### src/hdl/bpd_params.svh
// Register map, field positions and reset values of the port block
`ifndef BPD_PARAMS_SVH
`define BPD_PARAMS_SVH

// ===========================================================
// Register byte offsets
`define BPD_OFS_PIN_LEVELS 12'h000
`define BPD_OFS_OUTPUT_LATCH 12'h004
`define BPD_OFS_DIRECTION 12'h008
`define BPD_OFS_PORT_E_DIRECTION 12'h00c
`define BPD_OFS_STATUS 12'h010

// ===========================================================
// Field positions
`define BPD_SLAVE_PORT_SELECT_BIT 4
`define BPD_PORT_E_DIR_LO_BIT 0
`define BPD_PORT_E_DIR_HI_BIT 2
`define BPD_PWM_B_PIN 5
`define BPD_PWM_C_PIN 6
`define BPD_PWM_D_PIN 7
`define BPD_STAT_SLAVE_ACTIVE_BIT 0
`define BPD_STAT_SLAVE_BLOCKED_BIT 1
`define BPD_STAT_OE_LSB 8
`define BPD_STAT_OUT_LSB 16

// ===========================================================
// Reset values
`define BPD_RST_OUTPUT_LATCH 8'h00
`define BPD_RST_DIRECTION 8'hff
`define BPD_RST_PORT_E_DIRECTION 8'h07

`endif

### src/hdl/bpd_pkg.sv
// Types shared by the port block
package bpd_pkg;

   // ===========================================================
   // Enhanced PWM output configuration
   typedef enum logic [1:0] {
      BPD_PWM_SINGLE = 2'b00,
      BPD_PWM_QUAD_FWD = 2'b01,
      BPD_PWM_DUAL = 2'b10,
      BPD_PWM_QUAD_REV = 2'b11
   } bpd_pwm_mode_t;

   // ===========================================================
   // Signals from the enhanced capture/PWM unit, same clock
   typedef struct packed {
      logic enable;
      bpd_pwm_mode_t mode;
      logic channel_b;
      logic channel_c;
      logic channel_d;
      logic shutdown;
      logic shutdown_tristate;
   } bpd_pwm_in_t;

   // ===========================================================
   // Slave port side: read drive request from its handshake logic
   typedef struct packed {
      logic read_drive;
   } bpd_slave_in_t;

   // ===========================================================
   // Drive of the eight pins
   typedef struct packed {
      logic [7:0] out;
      logic [7:0] oe;
   } bpd_pin_drive_t;

   // ===========================================================
   // Bus slave answer sequencing
   typedef enum logic [0:0] {
      BPD_BUS_IDLE = 1'b0,
      BPD_BUS_ANSWER = 1'b1
   } bpd_bus_state_t;

endpackage

### src/hdl/bpd_sync.sv
// Two-flop synchroniser for a vector of pin inputs
`timescale 1ns/100ps
`default_nettype none

module bpd_sync #(
   parameter int WIDTH = 8
) (
   // Clock and reset
   input wire logic pclk,
   input wire logic presetn,
   // Data
   input wire logic [WIDTH-1:0] async_in,
   output logic [WIDTH-1:0] sync_out
);

   logic [WIDTH-1:0] stage_one;

   // First stage is read only by the second stage
   always_ff @(posedge pclk or negedge presetn) begin
      if (!presetn) begin
         stage_one <= '0;
         sync_out <= '0;
      end else begin
         stage_one <= async_in;
         sync_out <= stage_one;
      end
   end

endmodule

`default_nettype wire

### src/hdl/bpd_port.sv
// Eight-pin bidirectional port with slave-port and PWM pin override
//
// Added by the designer: the register addresses and the APB slave port.
`timescale 1ns/100ps
`default_nettype none
`include "bpd_params.svh"

module bpd_port #(
   parameter int PINS = 8
) (
   // Clock and reset
   input wire logic pclk,
   input wire logic presetn,
   // APB slave
   input wire logic psel,
   input wire logic penable,
   input wire logic pwrite,
   input wire logic [11:0] paddr,
   input wire logic [31:0] pwdata,
   output logic [31:0] prdata,
   output logic pready,
   output logic pslverr,
   // Port pins
   input wire logic [PINS-1:0] pin_in,
   output logic [PINS-1:0] pin_out,
   output logic [PINS-1:0] pin_oe,
   // Enhanced PWM unit
   input wire bpd_pkg::bpd_pwm_in_t pwm_in,
   // Parallel slave interface
   input wire bpd_pkg::bpd_slave_in_t slave_in,
   output logic [PINS-1:0] slave_write_data,
   output logic slave_port_active
);

   // ===========================================================
   // Declarations
   logic [PINS-1:0] pin_sync;
   logic [PINS-1:0] port_d_output_latch;
   logic [PINS-1:0] port_d_direction;
   logic [7:0] port_e_direction;
   bpd_pkg::bpd_bus_state_t bus_state;
   bpd_pkg::bpd_bus_state_t next_bus_state;
   logic bus_setup;
   logic bus_commit;
   logic addr_hit;
   logic [31:0] next_prdata;
   logic slave_select;
   logic pwm_multi;
   logic pwm_quad;
   logic slave_blocked;
   logic slave_active;
   logic [PINS-1:0] pwm_own;
   logic [PINS-1:0] pwm_level;
   bpd_pkg::bpd_pin_drive_t next_drive;

   // ===========================================================
   // Pin input synchroniser
   // A pin level must stand three edges before a read can see it
   bpd_sync #(
      .WIDTH(PINS)
   ) u_pin_sync (
      .pclk(pclk),
      .presetn(presetn),
      .async_in(pin_in),
      .sync_out(pin_sync)
   );

   // ===========================================================
   // Bus sequencing: one wait state, answer in the second access cycle
   // Read data are latched in the first access cycle, so a read of the
   // pin levels sees them as they stood a few edges before pready
   assign bus_setup = psel && penable && !pready;
   assign bus_commit = psel && penable && pready;

   always_comb begin
      next_bus_state = bus_state;
      unique case (bus_state)
         bpd_pkg::BPD_BUS_IDLE: begin
            if (bus_setup) begin
               next_bus_state = bpd_pkg::BPD_BUS_ANSWER;
            end
         end
         bpd_pkg::BPD_BUS_ANSWER: begin
            next_bus_state = bpd_pkg::BPD_BUS_IDLE;
         end
      endcase
   end

   always_ff @(posedge pclk or negedge presetn) begin
      if (!presetn) begin
         bus_state <= bpd_pkg::BPD_BUS_IDLE;
      end else begin
         bus_state <= next_bus_state;
      end
   end

   always_ff @(posedge pclk or negedge presetn) begin
      if (!presetn) begin
         pready <= 1'b0;
      end else begin
         pready <= (next_bus_state == bpd_pkg::BPD_BUS_ANSWER);
      end
   end

   // ===========================================================
   // Address decode
   // Unmapped addresses still answer on time, with an error flag, so a
   // stray access never hangs the bus; the write itself is dropped
   always_comb begin
      unique case (paddr)
         `BPD_OFS_PIN_LEVELS: addr_hit = 1'b1;
         `BPD_OFS_OUTPUT_LATCH: addr_hit = 1'b1;
         `BPD_OFS_DIRECTION: addr_hit = 1'b1;
         `BPD_OFS_PORT_E_DIRECTION: addr_hit = 1'b1;
         `BPD_OFS_STATUS: addr_hit = 1'b1;
         default: addr_hit = 1'b0;
      endcase
   end

   always_ff @(posedge pclk or negedge presetn) begin
      if (!presetn) begin
         pslverr <= 1'b0;
      end else begin
         pslverr <= bus_setup && !addr_hit;
      end
   end

   // ===========================================================
   // Read data, captured one cycle ahead of pready
   always_comb begin
      next_prdata = 32'h0000_0000;
      unique case (paddr)
         `BPD_OFS_PIN_LEVELS: begin
            next_prdata[PINS-1:0] = pin_sync;
         end
         `BPD_OFS_OUTPUT_LATCH: begin
            next_prdata[PINS-1:0] = port_d_output_latch;
         end
         `BPD_OFS_DIRECTION: begin
            next_prdata[PINS-1:0] = port_d_direction;
         end
         `BPD_OFS_PORT_E_DIRECTION: begin
            next_prdata[7:0] = port_e_direction;
         end
         `BPD_OFS_STATUS: begin
            next_prdata[`BPD_STAT_SLAVE_ACTIVE_BIT] = slave_port_active;
            next_prdata[`BPD_STAT_SLAVE_BLOCKED_BIT] = slave_blocked;
            next_prdata[`BPD_STAT_OE_LSB +: PINS] = pin_oe;
            next_prdata[`BPD_STAT_OUT_LSB +: PINS] = pin_out;
         end
         default: begin
            next_prdata = 32'h0000_0000;
         end
      endcase
   end

   always_ff @(posedge pclk or negedge presetn) begin
      if (!presetn) begin
         prdata <= 32'h0000_0000;
      end else if (bus_setup && !pwrite) begin
         prdata <= next_prdata;
      end else if (bus_commit) begin
         prdata <= 32'h0000_0000;
      end
   end

   // ===========================================================
   // Output latch: both the port and the latch address write it,
   // so a read-modify-write through the latch address never copies pin levels into the latch
   always_ff @(posedge pclk or negedge presetn) begin
      if (!presetn) begin
         port_d_output_latch <= `BPD_RST_OUTPUT_LATCH;
      end else if (bus_commit && pwrite) begin
         if (paddr == `BPD_OFS_PIN_LEVELS) begin
            port_d_output_latch <= pwdata[PINS-1:0];
         end else if (paddr == `BPD_OFS_OUTPUT_LATCH) begin
            port_d_output_latch <= pwdata[PINS-1:0];
         end
      end
   end

   // ===========================================================
   // Direction registers
   // All ones after reset: no pin is driven by the port until software clears
   // its direction bit; PWM-owned pins and an active slave port ignore the bit
   always_ff @(posedge pclk or negedge presetn) begin
      if (!presetn) begin
         port_d_direction <= `BPD_RST_DIRECTION;
      end else if (bus_commit && pwrite &&
                   paddr == `BPD_OFS_DIRECTION) begin
         port_d_direction <= pwdata[PINS-1:0];
      end
   end

   // Only the slave select and the three low direction bits exist;
   // the rest read as zero
   always_ff @(posedge pclk or negedge presetn) begin
      if (!presetn) begin
         port_e_direction <= `BPD_RST_PORT_E_DIRECTION;
      end else if (bus_commit && pwrite &&
                   paddr == `BPD_OFS_PORT_E_DIRECTION) begin
         port_e_direction <= 8'h00;
         port_e_direction[`BPD_SLAVE_PORT_SELECT_BIT] <=
            pwdata[`BPD_SLAVE_PORT_SELECT_BIT];
         port_e_direction[`BPD_PORT_E_DIR_HI_BIT:`BPD_PORT_E_DIR_LO_BIT]
            <= pwdata[`BPD_PORT_E_DIR_HI_BIT:`BPD_PORT_E_DIR_LO_BIT];
      end
   end

   // ===========================================================
   // Mode resolution
   assign slave_select = port_e_direction[`BPD_SLAVE_PORT_SELECT_BIT];
   assign pwm_multi = pwm_in.enable &&
                      (pwm_in.mode != bpd_pkg::BPD_PWM_SINGLE);
   // Both quad directions use all three shared channels
   assign pwm_quad = pwm_in.enable &&
                     (pwm_in.mode == bpd_pkg::BPD_PWM_QUAD_FWD ||
                      pwm_in.mode == bpd_pkg::BPD_PWM_QUAD_REV);
   assign slave_blocked = slave_select && pwm_multi;
   assign slave_active = slave_select && !pwm_multi;

   // Channel B is used by dual and quad, C and D by quad only
   // Shutdown without tristate keeps the channel level on the pin
   always_comb begin
      pwm_own = '0;
      pwm_level = '0;
      if (pwm_multi) begin
         pwm_own[`BPD_PWM_B_PIN] = 1'b1;
         pwm_level[`BPD_PWM_B_PIN] = pwm_in.channel_b;
      end
      if (pwm_quad) begin
         pwm_own[`BPD_PWM_C_PIN] = 1'b1;
         pwm_own[`BPD_PWM_D_PIN] = 1'b1;
         pwm_level[`BPD_PWM_C_PIN] = pwm_in.channel_c;
         pwm_level[`BPD_PWM_D_PIN] = pwm_in.channel_d;
      end
   end

   // ===========================================================
   // Pin drive, per pin priority: PWM, then slave port, then port
   // Registered drive keeps the pins free of glitches while the priority
   // logic settles; the cost is one cycle of latency on every change
   always_comb begin
      next_drive.out = '0;
      next_drive.oe = '0;
      for (int i = 0; i < PINS; i++) begin
         if (pwm_own[i]) begin
            next_drive.out[i] = pwm_level[i];
            next_drive.oe[i] =
               !(pwm_in.shutdown && pwm_in.shutdown_tristate);
         end else if (slave_active) begin
            // Direction bits are ignored here
            next_drive.out[i] = port_d_output_latch[i];
            next_drive.oe[i] = slave_in.read_drive;
         end else if (port_d_direction[i]) begin
            next_drive.out[i] = port_d_output_latch[i];
            next_drive.oe[i] = 1'b0;
         end else begin
            next_drive.out[i] = port_d_output_latch[i];
            next_drive.oe[i] = 1'b1;
         end
      end
   end

   always_ff @(posedge pclk or negedge presetn) begin
      if (!presetn) begin
         pin_out <= '0;
         pin_oe <= '0;
      end else begin
         pin_out <= next_drive.out;
         pin_oe <= next_drive.oe;
      end
   end

   // ===========================================================
   // Slave port write path: pins as inputs whatever the direction
   // Taken every cycle: the strobe that qualifies the byte lives in the
   // handshake logic outside, which picks the cycle it needs
   always_ff @(posedge pclk or negedge presetn) begin
      if (!presetn) begin
         slave_write_data <= '0;
         slave_port_active <= 1'b0;
      end else begin
         slave_write_data <= pin_sync;
         slave_port_active <= slave_active;
      end
   end

endmodule

`default_nettype wire

### config.mk
export PLATFORM = sky130hd
export DESIGN_NAME = bpd_port
export DESIGN_NICKNAME = d
export VERILOG_FILES = /design/src/hdl/bpd_pkg.sv /design/src/hdl/bpd_sync.sv /design/src/hdl/bpd_port.sv
export VERILOG_INCLUDE_DIRS = /design/src /design/src/hdl
export SDC_FILE = /design/constraint.sdc
export NUM_CORES = 1
export LEC_CHECK = 0
export BUFFER_PORTS_ARGS = -buffer_cell sky130_fd_sc_hd__buf_2
export CELL_PAD_IN_SITES_DETAIL_PLACEMENT = 1
export CELL_PAD_IN_SITES_GLOBAL_PLACEMENT = 2
export CORE_UTILIZATION = 34
export CTS_CLUSTER_SIZE = 24
export DETAILED_ROUTE_END_ITERATION = 10
export GPL_ROUTABILITY_DRIVEN = 0
export PLACE_DENSITY_LB_ADDON = 0.1
export SLEW_MARGIN = 20
export SYNTH_ARGS = -nofsm -noshare
export SYNTH_HDL_FRONTEND = slang
export SYNTH_SLANG_ARGS = --single-unit
### constraint.sdc
create_clock -name pclk -period 4.8 [get_ports pclk]
set_input_delay 0.48 -clock pclk [delete_from_list [all_inputs] [get_ports pclk]]
set_output_delay 0.48 -clock pclk [all_outputs]
set_load 0.01 [all_outputs]
# Word level (Yosys, flattened, before mapping)
# Cells that the tools add are included.
# totals
regBits	95
in_bits	66
out_inout_bits	59
word_cells	80
# op_classes
n_eq_ne	6
n_mux	36
bitwise_logic	1
n_reduce_logical	25
# ops
op	n
$mux W32	2
$mux W1	26
$eq A12 B4 Y1 const B	2
$pmux W6 S4	1
$mux W16	1
$mux W8	2
$logic_and A1 B1 Y1	13
$eq A12 B3 Y1 const B	1
$eq A12 B5 Y1 const B	1
$logic_not A12 Y1	1
$pmux W2 S5	1
$reduce_bool A2 Y1	3
$logic_not A1 Y1	5
$reduce_or A5 Y1	1
$mux W2	2
$eq A2 B1 Y1 const B	1
$eq A2 B2 Y1 const B	1
$pmux W1 S2	1
$reduce_and A2 Y1	1
$logic_or A1 B1 Y1	1
$not A1 Y1	1

# Longest topological paths before layout
# depth
depth_word	6
mapped_depth	6
mapped_depth_nobuf	4

# Hierarchy
# Synthesis repeated with hierarchy kept, for this count alone.
# hier_totals
hier_cells	225
hier_area_um2	3310.7
# modules_own_cells
mod	instances	cells_per_inst	area_each_um2
bpd_port	1	209	2910.3
bpd_sync	1	16	400.4

# Least setup slack after synthesis
# No wires, ideal clock.
# synth_timing
path_kind	input port to flip-flop
startpoint	in paddr[9]
endpoint	reg port_d_direction[0]
arrival_ns	1.708
t_required_ns	4.718
path_slack_ns	3.009
cell_stages	4
path_buffers	0
cell_sequence	nor4_4 nand4_4 nor3b_4 mux2_2
# synth_via
elab_chain_len	2
# synth_rtl
item	line	rtl
from (decl)	bpd_port.sv:18	input wire logic [11:0] paddr,
$eq A12 B4 Y1	n/a	
$logic_and A1 B1 Y1 (no line)	n/a	
to (signal assigned)	bpd_port.sv:188	port_d_direction <= `BPD_RST_DIRECTION;
to (signal assigned)	bpd_port.sv:191	port_d_direction <= pwdata[PINS-1:0];
to (decl)	bpd_port.sv:39	logic [PINS-1:0] port_d_direction;
# Every way passes these cells.
# A chain may end at the register's enable or synchronous reset.

# Final worst setup path
# layout_timing
startpoint	reg pready
endpoint	reg prdata[8]
# layout_via
elab_chain_len	4
word_cells_on_any_way	6
cone_classes	mux: 1; reduce/logical: 5
# layout_rtl
item	line	rtl
from (decl)	bpd_port.sv:21	output logic pready,
from (signal assigned)	bpd_port.sv:101	pready <= (next_bus_state == bpd_pkg::BPD_BUS_ANSWER);
$logic_not A1 Y1	bpd_port.sv:72	assign bus_setup = psel && penable && !pready;
$logic_and A1 B1 Y1	bpd_port.sv:72	
$logic_and A1 B1 Y1	bpd_port.sv:160	end else if (bus_setup && !pwrite) begin
$mux W32 / $reduce_bool A2 Y1 (equally long branches)	n/a	
to (signal assigned)	bpd_port.sv:161	prdata <= next_prdata;
to (decl)	bpd_port.sv:20	output logic [31:0] prdata,
# Parallel ways exist; a longest one is shown, timed or not.

==> qor.yml <==
status: "complete, no violations"
area_growth_syn_to_layout_pct: 22.2
p_total_mw: 1.27
cts_resized: 0
cp.depth: 4
path_cells: "nor4bb_1 -> nand4_1 -> nor4_4 -> a22o_1"
n_antenna_cell: 0
placed_cells: 432
hold_buffers: 0
die_x_um: 100
drive_gt1_frac: 0.483
grt_pass1_vias: 2196
initial_core_util: 0.353
clock_latency_ns: 0.35
multi_input_area_sq_um: 998
synthCells: 219
n_fill_cell: 993
fin_crit_ns: 2.18
cts_tree: "done"
synth_seq_cells: 87
final_core_util: 0.431
yosys_warnings: 0
synth_common_cells: "76 x dfrtp_1, 23 x mux2_2, 22 x a22o_1"
min_path_type: "in -> async"
cts_buffer_depth: 2
startpoint_type: "register"
yosysSeqAreaShare: 0.669
post-route-period-util: 0.453
drtPass1Iterations: 4
grt_usage: 0.162
post_drt_via_cell_ratio: 4.62
finalSetupViolCount: 0
cts_buffers: 9
highest_layer: "met4"
wl_per_cell_um: 16.4
nets: 380
antenna_found_initial: 0
yosysTopAreaCell: "dfrtp_1"
synth.top_cell.area_share: 0.581
numPortBuffers: 92
slowest_stage: "nor4_4"
clock_sinks: 87
total_leakage_power_nw: 1.97
cts-htree-levels: 3
vias: 2069
relSlewSlack: 0.356
ant_nets: 0
hold_violations: 0
dr_wl_met2_um: 3330
grt_pass1_wl_um: 12100
cp.required_ns: 5.08
regArea_sq_um: 2190
reg2reg_depth: 4
ios: 125
synth_flop_cell: "dfrtp_1"
coreArea_sq_um: 9280
syn_area_sq_um: 3270
synth.distinct_cells: 36
overflow: 0
hpwl_um: 5230
critPathKind: "reg -> reg"
finClkSkew_ns: 0.00860
worst_slew_pin_slew_ns: 0.959
critPathMaxFanout: 16
power_density_nw_per_um2: 317
path_delay_family: "simple AND/OR/NAND/NOR gates"
ir_drop_mv: 0.129
synthTopCellsByArea: "dfrtp_1 58%, dfstp_2 8.8%, mux2_2 7.9%, a22o_1 5.9%, mux4_2 2.1%"
path_buf_inv: 0
critPathMaxStageDelay_ns: 0.77
report.final.slew_viol_count: 0
drtIter0Drc: 35
yosysMostFrequentCell: "dfrtp_1"
synth_edf_count: 0
die_h_um: 100
drv_cap: 0
critPathArrivalTime_ns: 2.46
end_kind: "register"
grt_max_degree: 51
postCtsSetupBuffers: 0
wl_met1_um: 3560
fmax_mhz: 460
wl_met3_um: 327
final_cells: 448
cts_root_buffer: "clkbuf_8"
drt_wl_total_um: 7330
grt_setup_unrepaired: "false"
drc: 0
clk_pin_slew_ns: 0.09
fp.dieArea_sq_um: 10000
syn_avg_cell_area_sq_um: 15.0
setup_tns_ns: 0
row_count: 35
async_flop_share: 1.00
state kept, by name, indices dropped and copies added (netlist names):
name and flops:
prdata 24, pin_oe 8, pin_out 8, port_d_direction 8
port_d_output_latch 8, slave_write_data 8, u_pin_sync.stage_one 8, u_pin_sync.sync_out 8
port_e_direction 4, pready 1, pslverr 1, slave_port_active 1
power breakdown:
group	switching (mW)	total, mW	internal (mW)
Clock	0.255	0.443	0.188
Sequential	0.00612	0.752	0.746
Combinational	0.0478	0.0746	0.0268
Total	0.308	1.27	0.961
per-layer routing:
layer  vias up  GRT usage
met4         0     0.0736
met1      1030      0.225
met3        10     0.0348
met2        63      0.243
met5         -          0
li1        966          -
layout by cell type (no fill, tap or decap), drive strengths merged, types with 5 or more instances in the layout:
master   n
mux2i    5
conb     8
mux2    23
clkbuf  11
nor2     6
o21ai   13
dfrtp   76
nand2   11
buf     93
dfstp   11
a22o    22
through the flow:
stage	area (sq um)	hold WS (ns)	setup slack [ns]
2_1_floorplan	3300	0.184	3.01
3_3_place_gp	3830	0.332	2.49
3_5_place_dp	3830	0.338	2.46
4_1_cts	4000	0.0979	2.56
5_1_grt	4000	0.114	2.45
6_report	4000	0.0888	2.62
final cells by class:
type / count / share of cell area
Sequential cell: 87 / 0.548
Timing Repair Buffer: 93 / 0.118
Clock buffer: 11 / 0.0328
Clock inverter: 5 / 0.00907
Inverter: 3 / 0.00282
Tap cell: 129 / 0.0404
Multi-Input combinational cell: 120 / 0.250
path summary, 6_finish.rpt:
| check | slack (ns) | endpoint | startpoint |
|---|---|---|---|
| min in group pclk | 0.23 | u_pin_sync.stage_one[3] | pin_in[3] |
| max in group asynchronous | 3.70 | pin_out[3] | presetn |
| min | 0.09 | prdata[11] | presetn |
| max reg2reg | 2.62 | prdata[8] | pready |
| max | 2.62 | prdata[8] | pready |
| min reg2reg | 0.35 | u_pin_sync.sync_out[2] | u_pin_sync.stage_one[2] |
worst register-to-register path: stages, from the launching register on:
cell and delay [ns]:
dfrtp_1 0.44, nor4bb_1 0.42, nand4_1 0.24, nor4_4 0.77, a22o_1 0.24
logic make-up after synthesis:
| family | synth area share |
|---|---|
| buffers and inverters | 0.0340 |
| multiplexers | 0.115 |
| AND/OR/NAND/NOR | 0.0837 |
| AO/OA/AOI/OAI | 0.0971 |
| other | 0.00115 |
| flip-flops | 0.669 |
(Power assumes the default switching activity.)
